[config.mk]
export PLATFORM = sky130hd
export DESIGN_NAME = csid_obj_status
export DESIGN_NICKNAME = d
export VERILOG_FILES = /design/src/include/csid_pkg.sv /design/src/include/csid_tag_if.sv /design/src/hw/csid_tag_mem.sv /design/src/hw/csid_obj_status.sv
export VERILOG_INCLUDE_DIRS = /design/src /design/src/include
export SDC_FILE = /design/constraint.sdc
export NUM_CORES = 1
export LEC_CHECK = 0
export ABC_AREA = 1
export BUFFER_PORTS_ARGS = -buffer_cell sky130_fd_sc_hd__buf_2
export CORE_ASPECT_RATIO = 1.1
export CORE_MARGIN = 2
export CORE_UTILIZATION = 55
export CTS_CLUSTER_SIZE = 40
export DETAILED_ROUTE_END_ITERATION = 12
export GPL_TIMING_DRIVEN = 0
export PLACE_DENSITY = 0.75
export SLEW_MARGIN = 10
export SYNTH_ARGS = -nofsm -noshare
export SYNTH_HDL_FRONTEND = slang
export SYNTH_SLANG_ARGS = --single-unit
[constraint.sdc]
create_clock -name ref_clk -period 3.8 [get_ports ref_clk]
set_clock_uncertainty 0.15 [all_clocks]
set_input_delay 0.38 -clock ref_clk [delete_from_list [all_inputs] [get_ports ref_clk]]
set_output_delay 0.38 -clock ref_clk [all_outputs]
set_load 0.05 [all_outputs]
[src/include/csid_defs.svh]
/*
 * Register addresses, status bit positions, reset values and frame-check
 * constants of the object status and standard identifier tag block.
 * Assumes inclusion by bare name from the design files.
 */
`ifndef CSID_DEFS_SVH
`define CSID_DEFS_SVH

// special-function register addresses
`define CSID_ADDR_STATUS 8'hB2
`define CSID_ADDR_TAG_HI 8'hBC
`define CSID_ADDR_TAG_LO 8'hBD
`define CSID_ADDR_TAG_UN 8'hBE

// object status bit positions
`define CSID_BIT_LENGTH_MISMATCH_WARNING 7
`define CSID_BIT_TRANSMIT_DONE_FLAG 6
`define CSID_BIT_RECEIVE_DONE_FLAG 5
`define CSID_BIT_BIT_ERROR_FLAG 4
`define CSID_BIT_STUFF_ERROR_FLAG 3
`define CSID_BIT_CRC_ERROR_FLAG 2
`define CSID_BIT_FORM_ERROR_FLAG 1
`define CSID_BIT_ACK_ERROR_FLAG 0

// tag low register holds identifier bits 2..0 from this position up
`define CSID_TAG_LO_LSB 5

// reset values
`define CSID_STATUS_RST 8'h00
`define CSID_RDATA_RST  8'h00

// frame check constants
`define CSID_CRC_POLY 15'h4599
`define CSID_CRC_INIT 15'h0000
`define CSID_STUFF_RUN 3'h5

`endif

[src/include/csid_pkg.sv]
/*
 * Types of the object status and identifier tag block.
 * Assumes the protocol sequencer reports its current field with csid_fld_t.
 */
package csid_pkg;

	// field the protocol sequencer is in during the current bit
	typedef enum logic [3:0] {
		FLD_IDLE      = 4'h0,
		FLD_SOF       = 4'h1,
		FLD_ARB       = 4'h2,
		FLD_CTRL      = 4'h3,
		FLD_DATA      = 4'h4,
		FLD_CRC       = 4'h5,
		FLD_CRC_DELIM = 4'h6,
		FLD_ACK_SLOT  = 4'h7,
		FLD_ACK_DELIM = 4'h8,
		FLD_EOF       = 4'h9,
		FLD_ERROR     = 4'hA
	} csid_fld_t;

	// frame checker states, gray along idle-body-crc-tail
	typedef enum logic [1:0] {
		ST_IDLE = 2'b00,
		ST_BODY = 2'b01,
		ST_CRC  = 2'b11,
		ST_TAIL = 2'b10
	} csid_state_t;

endpackage

[src/include/csid_tag_if.sv]
/*
 * Carrier between the status block and its identifier tag memory.
 * Assumes one clock shared by both ends.
 */
`timescale 1ns/10ps

interface csid_tag_if #(
	parameter int AW = 4
);
	logic          we_hi;
	logic          we_lo;
	logic [AW-1:0] waddr;
	logic [7:0]    wdata;
	logic [AW-1:0] raddr;
	logic [7:0]    rhi;
	logic [2:0]    rlo;

	modport ctrl (output we_hi, we_lo, waddr, wdata, raddr, input rhi, rlo);
	modport mem  (input we_hi, we_lo, waddr, wdata, raddr, output rhi, rlo);
endinterface

[src/hw/csid_tag_mem.sv]
/*
 * Per-object standard identifier tag storage, read data registered.
 * Assumes no reset: tag contents are undefined until software writes them.
 */
`timescale 1ns/10ps
`include "csid_defs.svh"

module csid_tag_mem #(
	parameter int DEPTH = 15,
	parameter int AW    = 4
) (
	input wire logic ref_clk,
	csid_tag_if.mem  port
);
	logic [7:0] hi_mem [DEPTH];
	logic [2:0] lo_mem [DEPTH];

	if (DEPTH > (1 << AW)) begin : g_chk
		$error("csid_tag_mem: DEPTH exceeds address range");
	end

	// byte writes and registered read of the selected object
	always_ff @(posedge ref_clk) begin
		if (port.we_hi) begin
			hi_mem[port.waddr] <= port.wdata;
		end
		if (port.we_lo) begin
			lo_mem[port.waddr] <= port.wdata[7:`CSID_TAG_LO_LSB];
		end
		port.rhi <= hi_mem[port.raddr];
		port.rlo <= lo_mem[port.raddr];
	end
endmodule

[src/hw/csid_obj_status.sv]
/*
 * Message object status flags, frame error checks and standard id tags.
 * Assumes a protocol sequencer that gives one bit_tick per bit time with
 * the current field, levels driven and monitored, and completion pulses;
 * the page pointer object number and object configuration come as inputs.
 */
`timescale 1ns/10ps
`include "csid_defs.svh"

// Functional notes
// - received length code unlike configured one sets length mismatch warning.
// - status and tag registers follow the object picked by the page number.
// - format bit clear means 11-bit tags, set means tag writes are dropped and tags read zero.
// - status at B2, bits: length, tx done, rx done, bit, stuff, crc, form, ack.
// - transmit done, bit 6, set when the object's transmission finishes.
// - lowest enabled index among 0..13 is transmitted first.
// - receive done, bit 5, set when the object's reception finishes.
// - a frame hitting several receivers updates only the lowest index.
// - bit error, bit 4, when monitored level differs from driven level while transmitting.
// - no bit error for lost arbitration, ack slot or error frame dominant.
// - crc computed over destuffed bits from start of frame through data.
// - when not transmitting, crc mismatch with received crc field sets crc error, bit 2.
// - wrong level in crc delimiter, ack delimiter or end sets form error.
// - each done and error flag gives an interrupt event when set.
// - tag high at BC holds identifier bits 10..3.
// - tag low at BD holds identifier bits 2..0 in 7..5, rest reserved.
// - tags have no reset value; software writes them before enabling.
module csid_obj_status #(
	parameter int NUM_OBJ  = 15,
	parameter int NUM_PRIO = 14
) (
	input  wire logic                 ref_clk,
	input  wire logic                 rst,
	input  wire logic [7:0]           sfr_addr,
	input  wire logic                 sfr_wr,
	input  wire logic                 sfr_rd,
	input  wire logic [7:0]           sfr_wdata,
	output logic [7:0]                sfr_rdata,
	input  wire logic [3:0]           object_number_field,
	input  wire logic [NUM_OBJ-1:0]   identifier_format_bit,
	input  wire logic [4*NUM_OBJ-1:0] data_length_code,
	input  wire logic [NUM_PRIO-1:0]  tx_enable,
	input  wire logic                 tx_done,
	input  wire logic                 rx_done,
	input  wire logic [NUM_PRIO-1:0]  rx_hit,
	input  wire logic [3:0]           rx_dlc,
	input  wire logic                 bit_tick,
	input  csid_pkg::csid_fld_t       fld,
	input  wire logic                 tx_bit,
	input  wire logic                 rx_bit,
	input  wire logic                 transmitting,
	output logic [3:0]                tx_obj,
	output logic                      tx_obj_valid,
	output logic [6:0]                status_set_evt
);
	if (NUM_OBJ > 16 || NUM_PRIO > NUM_OBJ || NUM_PRIO < 1) begin : g_chk
		$error("csid_obj_status: object counts out of range");
	end

	csid_tag_if #(.AW(4)) tag_bus ();

	csid_tag_mem #(.DEPTH(NUM_OBJ), .AW(4)) u_tag_mem (
		.ref_clk (ref_clk),
		.port    (tag_bus.mem)
	);

	// lowest set index of a request vector
	function automatic logic [3:0] lowest(input logic [NUM_PRIO-1:0] v);
		logic [3:0] r;
		r = 4'h0;
		for (int i = NUM_PRIO - 1; i >= 0; i--) begin
			if (v[i]) begin
				r = 4'(i);
			end
		end
		return r;
	endfunction

	logic [7:0]           status_reg [NUM_OBJ];
	logic [7:0]           status_next [NUM_OBJ];
	logic [7:0]           sfr_rdata_reg;
	logic [7:0]           sfr_rdata_next;
	logic [6:0]           evt_reg;
	logic [6:0]           evt_next;
	logic [3:0]           tx_obj_reg;
	logic [3:0]           tx_obj_next;
	logic                 tx_act_reg;
	logic                 tx_act_next;
	csid_pkg::csid_state_t state_reg;
	csid_pkg::csid_state_t state_next;
	logic [2:0]           run_reg;
	logic [2:0]           run_next;
	logic                 last_reg;
	logic                 last_next;
	logic [14:0]          crc_reg;
	logic [14:0]          crc_next;
	logic [14:0]          crc_rx_reg;
	logic [14:0]          crc_rx_next;
	logic                 sel_ok;
	logic                 sel_std;
	logic [3:0]           rx_obj;
	logic                 dlc_diff;
	logic [3:0]           err_obj;
	logic [4:0]           err_vec;
	logic                 stuff_bit;
	logic                 in_stuffed;
	logic [7:0]           sel_status;

	assign sel_ok  = int'(object_number_field) < NUM_OBJ;
	assign sel_std = sel_ok && !identifier_format_bit[object_number_field];
	assign rx_obj  = lowest(rx_hit);
	assign dlc_diff = rx_dlc != data_length_code[4*rx_obj +: 4];
	assign err_obj = tx_act_reg ? tx_obj_reg : object_number_field;
	assign sel_status = sel_ok ? status_reg[object_number_field] : `CSID_STATUS_RST;

	// transmit arbitration among enabled objects
	assign tx_obj       = lowest(tx_enable);
	assign tx_obj_valid = |tx_enable;
	assign sfr_rdata      = sfr_rdata_reg;
	assign status_set_evt = evt_reg;

	// tag memory port: writes only in standard format, reserved bits dropped
	assign tag_bus.waddr = object_number_field;
	assign tag_bus.wdata = sfr_wdata;
	assign tag_bus.raddr = object_number_field;
	assign tag_bus.we_hi = sfr_wr && sel_std && sfr_addr == `CSID_ADDR_TAG_HI;
	assign tag_bus.we_lo = sfr_wr && sel_std && sfr_addr == `CSID_ADDR_TAG_LO;

	// frame checker: destuffing, crc, bit, form and ack checks
	localparam logic [14:0] crc_init = `CSID_CRC_INIT;
	assign in_stuffed = state_reg == csid_pkg::ST_BODY || state_reg == csid_pkg::ST_CRC;
	assign stuff_bit  = in_stuffed && run_reg == `CSID_STUFF_RUN;

	always_comb begin
		logic fb;
		fb          = 1'b0;
		state_next  = state_reg;
		run_next    = run_reg;
		last_next   = last_reg;
		crc_next    = crc_reg;
		crc_rx_next = crc_rx_reg;
		tx_obj_next = tx_obj_reg;
		tx_act_next = tx_act_reg;
		err_vec     = 5'h00;
		if (bit_tick) begin
			if (transmitting && tx_bit != rx_bit && fld != csid_pkg::FLD_ACK_SLOT
				&& !(fld == csid_pkg::FLD_ARB && tx_bit && !rx_bit)
				&& !(fld == csid_pkg::FLD_ERROR && !rx_bit)) begin
				err_vec[`CSID_BIT_BIT_ERROR_FLAG] = 1'b1;
			end
			if (!rx_bit && (fld == csid_pkg::FLD_CRC_DELIM || fld == csid_pkg::FLD_ACK_DELIM
				|| fld == csid_pkg::FLD_EOF)) begin
				err_vec[`CSID_BIT_FORM_ERROR_FLAG] = 1'b1;
			end
			if (transmitting && fld == csid_pkg::FLD_ACK_SLOT && rx_bit) begin
				err_vec[`CSID_BIT_ACK_ERROR_FLAG] = 1'b1;
			end
			if (stuff_bit) begin
				if (rx_bit == last_reg) begin
					err_vec[`CSID_BIT_STUFF_ERROR_FLAG] = 1'b1;
				end
				run_next  = 3'h1;
				last_next = rx_bit;
			end else if (in_stuffed) begin
				run_next  = rx_bit == last_reg ? run_reg + 3'h1 : 3'h1;
				last_next = rx_bit;
			end
			unique case (state_reg)
				csid_pkg::ST_IDLE: begin
					if (fld == csid_pkg::FLD_SOF) begin
						state_next = csid_pkg::ST_BODY;
						run_next   = 3'h1;
						last_next  = rx_bit;
						fb         = rx_bit ^ crc_init[14];
						crc_next   = {crc_init[13:0], 1'b0} ^ (fb ? `CSID_CRC_POLY : 15'h0000);
						tx_act_next = transmitting && tx_obj_valid;
						tx_obj_next = tx_obj;
					end
				end
				csid_pkg::ST_BODY: begin
					if (fld == csid_pkg::FLD_CRC) begin
						state_next = csid_pkg::ST_CRC;
					end
					if (!stuff_bit && fld == csid_pkg::FLD_CRC) begin
						crc_rx_next = {crc_rx_reg[13:0], rx_bit};
					end else if (!stuff_bit) begin
						fb       = rx_bit ^ crc_reg[14];
						crc_next = {crc_reg[13:0], 1'b0} ^ (fb ? `CSID_CRC_POLY : 15'h0000);
					end
				end
				csid_pkg::ST_CRC: begin
					if (fld == csid_pkg::FLD_CRC_DELIM) begin
						state_next = csid_pkg::ST_TAIL;
						run_next   = 3'h0;
						if (!transmitting && crc_rx_reg != crc_reg) begin
							err_vec[`CSID_BIT_CRC_ERROR_FLAG] = 1'b1;
						end
					end else if (!stuff_bit) begin
						crc_rx_next = {crc_rx_reg[13:0], rx_bit};
					end
				end
				csid_pkg::ST_TAIL: begin
					run_next = 3'h0;
				end
			endcase
			if (fld == csid_pkg::FLD_IDLE || fld == csid_pkg::FLD_ERROR) begin
				state_next = csid_pkg::ST_IDLE;
				run_next   = 3'h0;
			end
			if (err_vec[`CSID_BIT_STUFF_ERROR_FLAG]) begin
				state_next = csid_pkg::ST_IDLE;
			end
		end
		if (tx_done) begin
			tx_act_next = 1'b0;
		end
	end

	always_ff @(posedge ref_clk) begin
		if (rst) begin
			state_reg  <= csid_pkg::ST_IDLE;
			run_reg    <= 3'h0;
			last_reg   <= 1'b1;
			crc_reg    <= `CSID_CRC_INIT;
			crc_rx_reg <= `CSID_CRC_INIT;
			tx_obj_reg <= 4'h0;
			tx_act_reg <= 1'b0;
		end else begin
			state_reg  <= state_next;
			run_reg    <= run_next;
			last_reg   <= last_next;
			crc_reg    <= crc_next;
			crc_rx_reg <= crc_rx_next;
			tx_obj_reg <= tx_obj_next;
			tx_act_reg <= tx_act_next;
		end
	end

	// status flags: software write stores, hardware set wins the same cycle
	always_comb begin
		logic [7:0] set_v;
		set_v    = 8'h00;
		evt_next = 7'h00;
		for (int o = 0; o < NUM_OBJ; o++) begin
			set_v = 8'h00;
			if (tx_done && tx_act_reg && int'(tx_obj_reg) == o) begin
				set_v[`CSID_BIT_TRANSMIT_DONE_FLAG] = 1'b1;
			end
			if (rx_done && |rx_hit && int'(rx_obj) == o) begin
				set_v[`CSID_BIT_RECEIVE_DONE_FLAG] = 1'b1;
				set_v[`CSID_BIT_LENGTH_MISMATCH_WARNING] = dlc_diff;
			end
			if (int'(err_obj) == o) begin
				set_v[4:0] = set_v[4:0] | err_vec;
			end
			status_next[o] = status_reg[o];
			if (sfr_wr && sfr_addr == `CSID_ADDR_STATUS && int'(object_number_field) == o) begin
				status_next[o] = sfr_wdata;
			end
			status_next[o] = status_next[o] | set_v;
			evt_next = evt_next | set_v[6:0];
		end
	end

	always_ff @(posedge ref_clk) begin
		for (int o = 0; o < NUM_OBJ; o++) begin
			status_reg[o] <= rst ? `CSID_STATUS_RST : status_next[o];
		end
		evt_reg <= rst ? 7'h00 : evt_next;
	end

	// register read mux; reserved and unused bits read zero
	always_comb begin
		sfr_rdata_next = sfr_rdata_reg;
		if (sfr_rd) begin
			unique case (sfr_addr)
				`CSID_ADDR_STATUS: sfr_rdata_next = sel_status;
				`CSID_ADDR_TAG_HI: sfr_rdata_next = sel_std ? tag_bus.rhi : 8'h00;
				`CSID_ADDR_TAG_LO: sfr_rdata_next = sel_std ? {tag_bus.rlo, 5'h00} : 8'h00;
				`CSID_ADDR_TAG_UN: sfr_rdata_next = 8'h00;
				default:           sfr_rdata_next = 8'h00;
			endcase
		end
	end

	always_ff @(posedge ref_clk) begin
		sfr_rdata_reg <= rst ? `CSID_RDATA_RST : sfr_rdata_next;
	end

	// checks
	AST_TX_PRIO: assert property (@(posedge ref_clk) disable iff (rst)
		tx_obj_valid |-> tx_enable[tx_obj] && (tx_enable & ((NUM_PRIO'(1) << tx_obj) - NUM_PRIO'(1))) == '0)
		else $error("transmit object is not the lowest enabled");
	AST_TRANSMIT_DONE_FLAG: assert property (@(posedge ref_clk) disable iff (rst)
		tx_done && tx_act_reg |=> status_reg[$past(tx_obj_reg)][`CSID_BIT_TRANSMIT_DONE_FLAG] && evt_reg[`CSID_BIT_TRANSMIT_DONE_FLAG])
		else $error("transmit done flag not set");
	AST_RECEIVE_DONE_FLAG: assert property (@(posedge ref_clk) disable iff (rst)
		rx_done && |rx_hit |=> status_reg[$past(rx_obj)][`CSID_BIT_RECEIVE_DONE_FLAG])
		else $error("receive done not set on lowest hit");
	AST_LENGTH_MISMATCH_WARNING: assert property (@(posedge ref_clk) disable iff (rst)
		rx_done && |rx_hit && dlc_diff |=> status_reg[$past(rx_obj)][`CSID_BIT_LENGTH_MISMATCH_WARNING])
		else $error("length warning not set");
	AST_BIT_ERROR_FLAG: assert property (@(posedge ref_clk) disable iff (rst)
		bit_tick && transmitting && fld == csid_pkg::FLD_DATA && tx_bit != rx_bit |=> evt_reg[`CSID_BIT_BIT_ERROR_FLAG])
		else $error("bit error missed");
	AST_NO_BIT_ERROR_FLAG: assert property (@(posedge ref_clk) disable iff (rst)
		bit_tick && (fld == csid_pkg::FLD_ACK_SLOT || (fld == csid_pkg::FLD_ARB && !rx_bit))
		|=> !evt_reg[`CSID_BIT_BIT_ERROR_FLAG])
		else $error("bit error flagged in exempt case");
	AST_STUFF_ERROR_FLAG: assert property (@(posedge ref_clk) disable iff (rst)
		bit_tick && stuff_bit && rx_bit == last_reg |=> evt_reg[`CSID_BIT_STUFF_ERROR_FLAG] && state_reg == csid_pkg::ST_IDLE)
		else $error("stuff error missed");
	AST_FORM_ERROR_FLAG: assert property (@(posedge ref_clk) disable iff (rst)
		bit_tick && !rx_bit && fld == csid_pkg::FLD_EOF |=> evt_reg[`CSID_BIT_FORM_ERROR_FLAG])
		else $error("form error missed");
	AST_ACK_ERROR_FLAG: assert property (@(posedge ref_clk) disable iff (rst)
		bit_tick && transmitting && fld == csid_pkg::FLD_ACK_SLOT |=> evt_reg[`CSID_BIT_ACK_ERROR_FLAG] == $past(rx_bit))
		else $error("ack error wrong");
	AST_STATUS_RD: assert property (@(posedge ref_clk) disable iff (rst)
		sfr_rd && sfr_addr == `CSID_ADDR_STATUS |=> sfr_rdata == $past(sel_status))
		else $error("status read mismatch");
endmodule

* Word-level counts from Yosys, hierarchy flattened
Memory sizes are Yosys's and may differ from the RTL's. A register that Yosys moved wholly into a read port is not among the register bits. Cells that the tools add are included.
Storage, ports and cells: register bits after elaboration 56, bits in writable memories 285, input port bits 141, output and inout bits 20, memories kept 3
Memories:
- status_reg | words 15, width 8, rd ports 16, clocked after Yosys merged registers in 0, write ports 15, line csid_obj_status.sv:79 | logic [7:0] status_reg [NUM_OBJ];
- u_tag_mem.hi_mem | words 15, width 8, rd ports 1, clocked after Yosys merged registers in 1, write ports 1, line csid_tag_mem.sv:15 | logic [7:0] hi_mem [DEPTH];
- u_tag_mem.lo_mem | words 15, width 3, rd ports 1, clocked after Yosys merged registers in 1, write ports 1, line csid_tag_mem.sv:16 | logic [2:0] lo_mem [DEPTH];
Cells by class: add/subtract/negate cells 1, magnitude comparators 2, equality and inequality tests 85, shift-type cells 1, multiplexer cells 166, bitwise logic cells 31, reduce and logical (&&, ||, !) cells 92
Operators with widths (number):
- 8-bit two-way mux | 33
- 4-bit == test (second input constant) | 35
- 15-bit two-way mux | 8
- 8-bit OR | 15
- 4-bit two-way mux | 29
- 7-bit OR | 14
- 5-bit two-way mux | 16
- 4-bit by 3-bit == test with 1-bit output (second input constant) | 19
- 1-bit logical AND | 66
- 1-bit two-way mux | 63
- 15-bit case mux with 2 select lines | 2
- 60-bit by 7-bit indexed part select with 4-bit output | 1
- 4-bit by 2-bit == test with 1-bit output (second input constant) | 9
- 14-bit OR reduction | 2
- 8-bit == test (second input constant) | 3
- 8-bit case mux with 3 select lines | 1
- 4-bit logical NOT | 5
- 3-bit two-way mux | 6
- 15-bit != test | 1
- 5-bit AND reduction | 3
- 15-bit bitwise XOR | 1
- 2-bit two-way mux | 5
- 2-bit != test (second input constant) | 5
- 3-bit case mux with 3 select lines | 1
- other kinds (24) | 35

* Logic depth before layout (Yosys ltp)
Gate-level depths: netlist (run 1).
word-level depth 31, gate-level depth with buffers 29

* Hierarchy
From an unflattened synthesis (run 1), not the netlist that was laid out.
Second synthesis, totals: cell total of the unflattened synthesis 2378, area, all modules 18058.6 µm²
By module, submodules not included:
- csid_obj_status | instances 1, cells each 1653, area an instance 10620.2 µm², seq. area each 3523.4 µm²
- csid_tag_mem | instances 1, cells each 725, area an instance 7438.4 µm², seq. area each 5175.0 µm²

* Worst setup path before layout (run 1)
OpenSTA, ideal clock, no wires.
kind input to register, start point input port object_number_field[1], end point memory u_tag_mem.hi_mem[1][0], enable pin, library setup time 370 ps, arrival 2310 ps, data required time 3280 ps, setup slack 969 ps, cell stages on the path 12, path buffers 2, cells stage by stage buf_2 > inv_1 > nor2_2 > a22oi_1 > a21oi_1 > or2_0 > inv_1 > nand2_1 > nor2_2 > nand3_1 > clkbuf_1 > nor2_1
On the way: longest elaborated chain between the ends 8, elaborated cells between the ends (all ways) 9, classes of those cells order compare (1); mux (4); reduce/logical (4)
Ends and longest elaborated chain:
- from (decl) | line csid_obj_status.sv:39 | input wire logic [3:0] object_number_field,
- 1-bit binary-select mux with 4-bit select | line csid_obj_status.sv:110 | assign sel_std = sel_ok && !identifier_format_bit[object_number_field];
- 1-bit two-way mux (implied by the code) | line csid_obj_status.sv:110
- 1-bit logical NOT | line csid_obj_status.sv:110
- 1-bit logical AND | line csid_obj_status.sv:110
- 1-bit logical AND | line csid_obj_status.sv:126 | assign tag_bus.we_hi = sfr_wr && sel_std && sfr_addr == `CSID_ADDR_TAG_HI;
- 1-bit logical AND (no line)
- 1-bit two-way mux | line csid_tag_mem.sv:24 | if (port.we_hi) begin
- 1-bit two-way mux (implied by the code) | line csid_tag_mem.sv:25 | hi_mem[port.waddr] <= port.wdata;
- to (decl) | line csid_tag_mem.sv:15
Parallel ways exist; a longest one is shown, timed or not. The select of a mux whose other input is x is not followed.

==> results.tsv, run 1 <==
metric	value	unit
end_kind	flip-flop	
preCtsSetupSlack	-0.224	ns
hp-start	rx_bit	
synth_flop_cell	dfxtp_1	
fin_setup_tns	0	ns
clock_latency	0.55	ns
max_stage_delay	0.70	ns
grt_start_max_net_pins	38	
grt_pass1_wl	81500	um
final_cells	2694	
clkSlewWorstSetupHoldPaths	0.06	ns
drive_gt1_share	12.2	%
crit_family	buffers and inverters	
finalPower	8.50	mW
post_drt_wl_per_cell	19.8	um
core	0.0304	mm2
hp-class	input pin to flip-flop	
required	4.03	ns
grt_pass1_vias	14900	
critPathMostFrequentCell	inv_1	
fmax	273	MHz
syn-cell-area	0.0170	mm2
routabilityCongestion	1.02	
multi_input_area	0.00657	mm2
path_cells	buf_2, buf_2, inv_1, nor2_2, inv_1, clkbuf_1, nor2_1, inv_1, nor2_2, inv_1, o21ai_0, a21oi_2	
r2r-end	crc_reg[3]$_SDFFE_PP0P_	
placed_area	0.0183	mm2
postSynthCellCount	2050	
fillCellCount	2577	
seqCellArea	0.00870	mm2
die_area	0.0323	mm2
period_share	96.5	%
drc_errors	0	
gr-usage-all-layers	33.0	%
nets	2393	
max_slew_margin	33.5	%
worstSetupPathType	input pin to flip-flop	
root_buffer	clkbuf_16	
fp.dieW	171	um
arrival	3.90	ns
final_util	64.3	%
whs	0.0264	ns
reg2reg_depth	9	
die_h	188	um
power.density	434	mW/mm2
initial_core_util	55.7	%
syn_to_final_growth	15.3	%
worst_pin_slew	0.990	ns
antenna_found_initial	1	
overflow	0	
yosysSeqAreaShare	51.3	%
wirelength	53400	um
io_pins	161	
hold_violations	0	
min_period	3.67	ns
cp_num_buf_inv	7	
cp-start-kind	input pin	
syn-mean-instance-area	8.27	um2
io_buffers	158	
cts_tree	yes	
dp_cells	2622	
slowest_stage	nor2_2	
hold_path_end	crc_rx_reg[0]$_SDFFE_PP0P_	
status	finished, final reports clean	
ys_warn_count	0	
synth_async_sr_flop_share	0	%
cts.htree.levels	2	
min_delay_path_depth	3	
path_max_fanout	10	
ant_nets	0	
reg2reg_slack	1.11	ns
syn_nets	2193	
drv_slew	0	
r2r_start	state_reg[0]$_SDFFE_PP0P_	
drv_cap	0	
stdcell_area	0.0196	mm2
post_cts_resized	0	
rsz0062_at_grt	no	
hpwl	38500	um
cts.sinks	352	
synth_edf_count	165	
peakVddDrop	0.381	mV
cts_buffers	37	
clockBufferDepth	3	
synth-seq-cells	352	
num_vias	15800	
drt_first_pass_iters	8	
crit_path_start	object_number_field[1]	
static-leakage-power	8.00	nW
rows	67	
drtIter0Drc	1668	
fin_ws	0.134	ns
finalSetupViolCount	0	
synthDistinctLibCells	50	
via_per_inst	5.86	
worst min-delay path: stages:
cell	delay (ns)
buf_2	0.14
nand3_1	0.09
a21oi_1	0.06
layout make-up:
| type | count | area share (%) |
|---|---|---|
| Sequential cell | 352 | 44.5 |
| Clock inverter | 21 | 1.22 |
| Inverter | 353 | 6.77 |
| Timing Repair Buffer | 161 | 4.20 |
| Antenna cell | 1 | 0.0128 |
| Clock buffer | 47 | 5.21 |
| Tap cell | 414 | 2.65 |
| Buffer | 90 | 1.89 |
| Multi-Input combinational cell | 1255 | 33.6 |
layout by cell type, fill, tap and decap left out, types with 15 or more instances in the layout:
cell       instances
inv_1            342
nand2_1          308
nor2_1           227
dfxtp_1          187
buf_2            165
edfxtp_1         165
o21ai_0          145
a21oi_1          103
o22ai_1           84
a22oi_1           81
clkbuf_1          79
nand3_1           59
clkbuf_16         38
nor3_1            20
nand3b_1          18
nor2_2            17
nand4_1           16
a221oi_1          15
logic make-up after synthesis:
family	after synthesis	synth area share, %
simple gates	690	17.2
compound gates	541	20.2
buf+inv	443	9.99
flops	352	51.3
xor+xnor	15	0.775
mux	7	0.413
fa+ha+maj	2	0.148
per-layer routing:
metal | GRT usage [%] | vias up | share of wire [%] | wire length, um
li1 | - | 7368 | - | -
met1 | 42.8 | 7326 | 39 | 20800
met2 | 52.8 | 918 | 46 | 24500
met3 | 5.04 | 179 | 9.5 | 5100
met4 | 18.1 | 0 | 5.6 | 3020
met5 | 0 | - | 0 | 0
where the power goes:
part / leakage, nW / switching [mW] / internal [mW] / total [mW]
logic: 4.38 / 0.520 / 0.221 / 0.742
clock network: 0.621 / 1.54 / 2.19 / 3.73
registers: 3.00 / 0.0224 / 4.00 / 4.02
total: 8.00 / 2.08 / 6.41 / 8.50
cell usage after synthesis (15+ instances only):
library cell | n | area (um2)
edfxtp_1 | 165 | 4950
nand4_1 | 16 | 100
nor2_2 | 17 | 106
nand3_1 | 59 | 295
clkbuf_1 | 74 | 278
a21oi_1 | 103 | 515
a22oi_1 | 81 | 608
dfxtp_1 | 187 | 3740
o21ai_0 | 145 | 726
nand3b_1 | 18 | 135
inv_1 | 342 | 1280
a221oi_1 | 15 | 131
nor2_1 | 227 | 852
nor3_1 | 20 | 100
o22ai_1 | 84 | 526
nand2_1 | 308 | 1160
worst max path at each step:
stage,end,slack [ns],cells after the start
global route,u_tag_mem.hi_mem[6][2]$_DFFE_PP_,0.08,13
global placement,u_tag_mem.hi_mem[0][7]$_DFFE_PP_,-0.16,13
detailed placement,u_tag_mem.hi_mem[0][7]$_DFFE_PP_,-0.22,13
floorplan,u_tag_mem.hi_mem[1][0]$_DFFE_PP_,0.97,12
finish,status_reg[10][7]$_SDFF_PP0_,0.13,12
CTS,u_tag_mem.hi_mem[0][3]$_DFFE_PP_,0.32,13
repair_timing:
item / 4_1_cts / 5_1_grt
hold buffers: 3 / 0
endpoints found under the setup margin: 0 / 0
hold endpoints to repair: 5 / 0
setup buffers: 0 / 0
No activity file was read; power rests on OpenSTA's default activity.
==> inputs of run 2 (changes only) <==
--- a/config.mk
+++ b/config.mk
@@ -10,11 +10,11 @@
 export BUFFER_PORTS_ARGS = -buffer_cell sky130_fd_sc_hd__buf_2
 export CORE_ASPECT_RATIO = 1.1
 export CORE_MARGIN = 2
-export CORE_UTILIZATION = 55
+export CORE_UTILIZATION = 51
 export CTS_CLUSTER_SIZE = 40
 export DETAILED_ROUTE_END_ITERATION = 12
 export GPL_TIMING_DRIVEN = 0
-export PLACE_DENSITY = 0.75
+export PLACE_DENSITY = 0.7
 export SLEW_MARGIN = 10
 export SYNTH_ARGS = -nofsm -noshare
 export SYNTH_HDL_FRONTEND = slang
==> run 2 against run 1 <==
  * Wire length rose by 2.8%
  * Global-route usage decreased by 1.6 points
  * Worst setup slack worse by 0.091 ns
  * Critical path depth fell by 3
  * Core utilization fell by 4.8 points
  * Maximum frequency fell by 2.4%
  * Cell count increased by 0.71%
  * Cell area rose by 0.41%
==> results.tsv, run 2 (synthesis gave the netlist of run 1 again) <==
metric	value	unit	change
ant_nets	0		unchanged
rows	70		+4.5%
grt_start_max_net_pins	38		unchanged
required	4.05	ns	+0.02 ns
placed_area	0.0183	mm2	+0.12%
post_cts_resized	0		unchanged
gr-usage-all-layers	31.4	%	-1.6 points
grt_pass1_wl	84000	um	+3.0%
antenna_found_initial	1		unchanged
drc_errors	0		unchanged
reg2reg_depth	9		unchanged
overflow	0		unchanged
cts_tree	yes		
syn_to_final_growth	15.8	%	
path_depth	9		-3
final_util	59.5	%	-4.8 points
dp_cells	2640		+0.69%
worst_pin_slew	1.09	ns	+0.0972 ns
path_cells	buf_2, nor2_2, inv_1, nor2_2, inv_1, nor2_1, clkinv_1, o21ai_0, a21oi_2		
via_per_inst	5.85		-0.23%
post_drt_wl_per_cell	20.2	um	+2.0%
cts.sinks	352		unchanged
slowest_stage	nor2_1		
fmax	266	MHz	-2.4%
die_area	0.0347	mm2	+7.7%
peakVddDrop	0.362	mV	-5.0%
crit_family	simple AND/OR/NAND/NOR gates		
final_cells	2713		+0.71%
core	0.0330	mm2	+8.5%
fp.dieW	178	um	+3.8%
finalSetupViolCount	0		unchanged
layout_common_cells	342 x inv_1, 308 x nand2_1, 227 x nor2_1, 187 x dfxtp_1		
reg2reg_slack	1.12	ns	about the same
hpwl	39300	um	+2.1%
drv_slew	0		unchanged
cp-start-kind	input pin		
cts_setup_buffers	0		unchanged
drive_gt1_share	12.0	%	-0.23 points
arrival	4.00	ns	+0.10 ns
num_vias	15900		+0.47%
root_buffer	clkbuf_16		
status	finished, final reports clean		
wirelength	54900	um	+2.8%
path_max_fanout	10		unchanged
drv_cap	0		unchanged
r2r-end	crc_reg[3]$_SDFFE_PP0P_		
die_h	195	um	+3.8%
io_pins	161		unchanged
cts.htree.levels	2		unchanged
static-leakage-power	8.01	nW	+0.17%
r2r_start	state_reg[0]$_SDFFE_PP0P_		
clkSlewWorstSetupHoldPaths	0.06	ns	about the same
crit_path_start	object_number_field[0]		
max_stage_delay	0.87	ns	+0.17 ns
period_share	98.9	%	+2.4 points
hp-class	input pin to flip-flop		
stdcell_area	0.0196	mm2	+0.41%
clockBufferDepth	3		unchanged
power.density	436	mW/mm2	+0.32%
antennaDiodeCount	0		-1
clock_latency	0.56	ns	about the same
crit_path_end	status_reg[12][7]$_SDFF_PP0_		
end_kind	flip-flop		
io_buffers	158		unchanged
grt_pass1_vias	15200		+1.7%
initial_core_util	51.4	%	-4.4 points
cts_buffers	38		+2.7%
drt_first_pass_iters	6		-2
rsz0062_at_grt	yes		
drtIter0Drc	1731		+3.8%
nets	2395		+0.084%
mostFrequentLayoutCell	inv_1		
routabilityCongestion	1.01		-0.72%
cp_num_buf_inv	4		-3
fin_setup_tns	0	ns	unchanged
hold_violations	0		unchanged
max_slew_margin	27.2	%	-6.2 points
worstSetupPathType	input pin to flip-flop		
min_period	3.76	ns	+0.0915 ns
[run 2: cell count changes in the layout (fill, tap and decap cells not counted), sizes merged]
cell         change
bufinv           -2
clkbuf          +10
clkinvlp         -1
inv              -2
diode            -1
dlygate4sd3      +1
clkinv           -4
[run 2: report_power, final]
part	switching (mW)	total [mW]	leakage (nW)	internal (mW)
Clock	1.58	3.79	0.628	2.21
Combinational	0.525	0.746	4.39	0.221
Sequential	0.0225	4.02	3.00	4.00
[run 2: layout make-up]
class	count	area [um2]
plain buffers	90	369
clock buffers	57	1120
clock inverters	12	184
fillers	2974	13400
inverters	353	1330
multi-input cells	1255	6570
flip-flops and latches	352	8700
well taps	432	541
repair buffers	162	831
[run 2: stage by stage]
step	total power, mW	setup WS [ns]	hold WS [ns]
6_report	8.56	0.0423	0.0353
5_1_grt	8.80	-0.0223	0.0600
4_1_cts	8.56	0.197	0.0275
3_5_place_dp	4.83	-0.376	0.308
3_3_place_gp	4.81	-0.223	0.306
2_1_floorplan	4.52	0.969	0.290
[run 2: metal layers]
metal  vias to the layer above  routed length [um]  global-route usage [%]
li1                       7365                   -                       -
met1                      7385               21300                    41.0
met2                       933               25000                    50.7
met3                       181                5470                    4.85
met4                         2                3130                    15.8
met5                         -                  11                       0
[run 2: how the worst min path moves through the flow]
stage               slack (ns)  depth (start not counted)                    startpoint                            to
finish                    0.04                          5                  tx_enable[1]    tx_obj_reg[0]$_SDFFE_PP0P_
global placement          0.31                          2  status_reg[14][7]$_SDFF_PP0_  status_reg[14][7]$_SDFF_PP0_
detailed placement        0.31                          2     sfr_rdata[7]$_SDFFE_PP0P_     sfr_rdata[7]$_SDFFE_PP0P_
global route              0.06                          3                        rx_bit    crc_rx_reg[0]$_SDFFE_PP0P_
CTS                       0.03                          3                        rx_bit    crc_rx_reg[0]$_SDFFE_PP0P_
floorplan                 0.29                          2  status_reg[14][7]$_SDFF_PP0_  status_reg[14][7]$_SDFF_PP0_
[run 2: repair_timing]
action / 4_1_cts / 5_1_grt
hold endpoints to repair: 5 / 0
setup endpoints to repair: 0 / 16
hold buffers: 4 / 0
[run 2: worst min-delay path, stage by stage]
cell	delay [ns]
buf_2	0.10
inv_1	0.04
a21oi_1	0.06
inv_1	0.05
a21oi_1	0.05
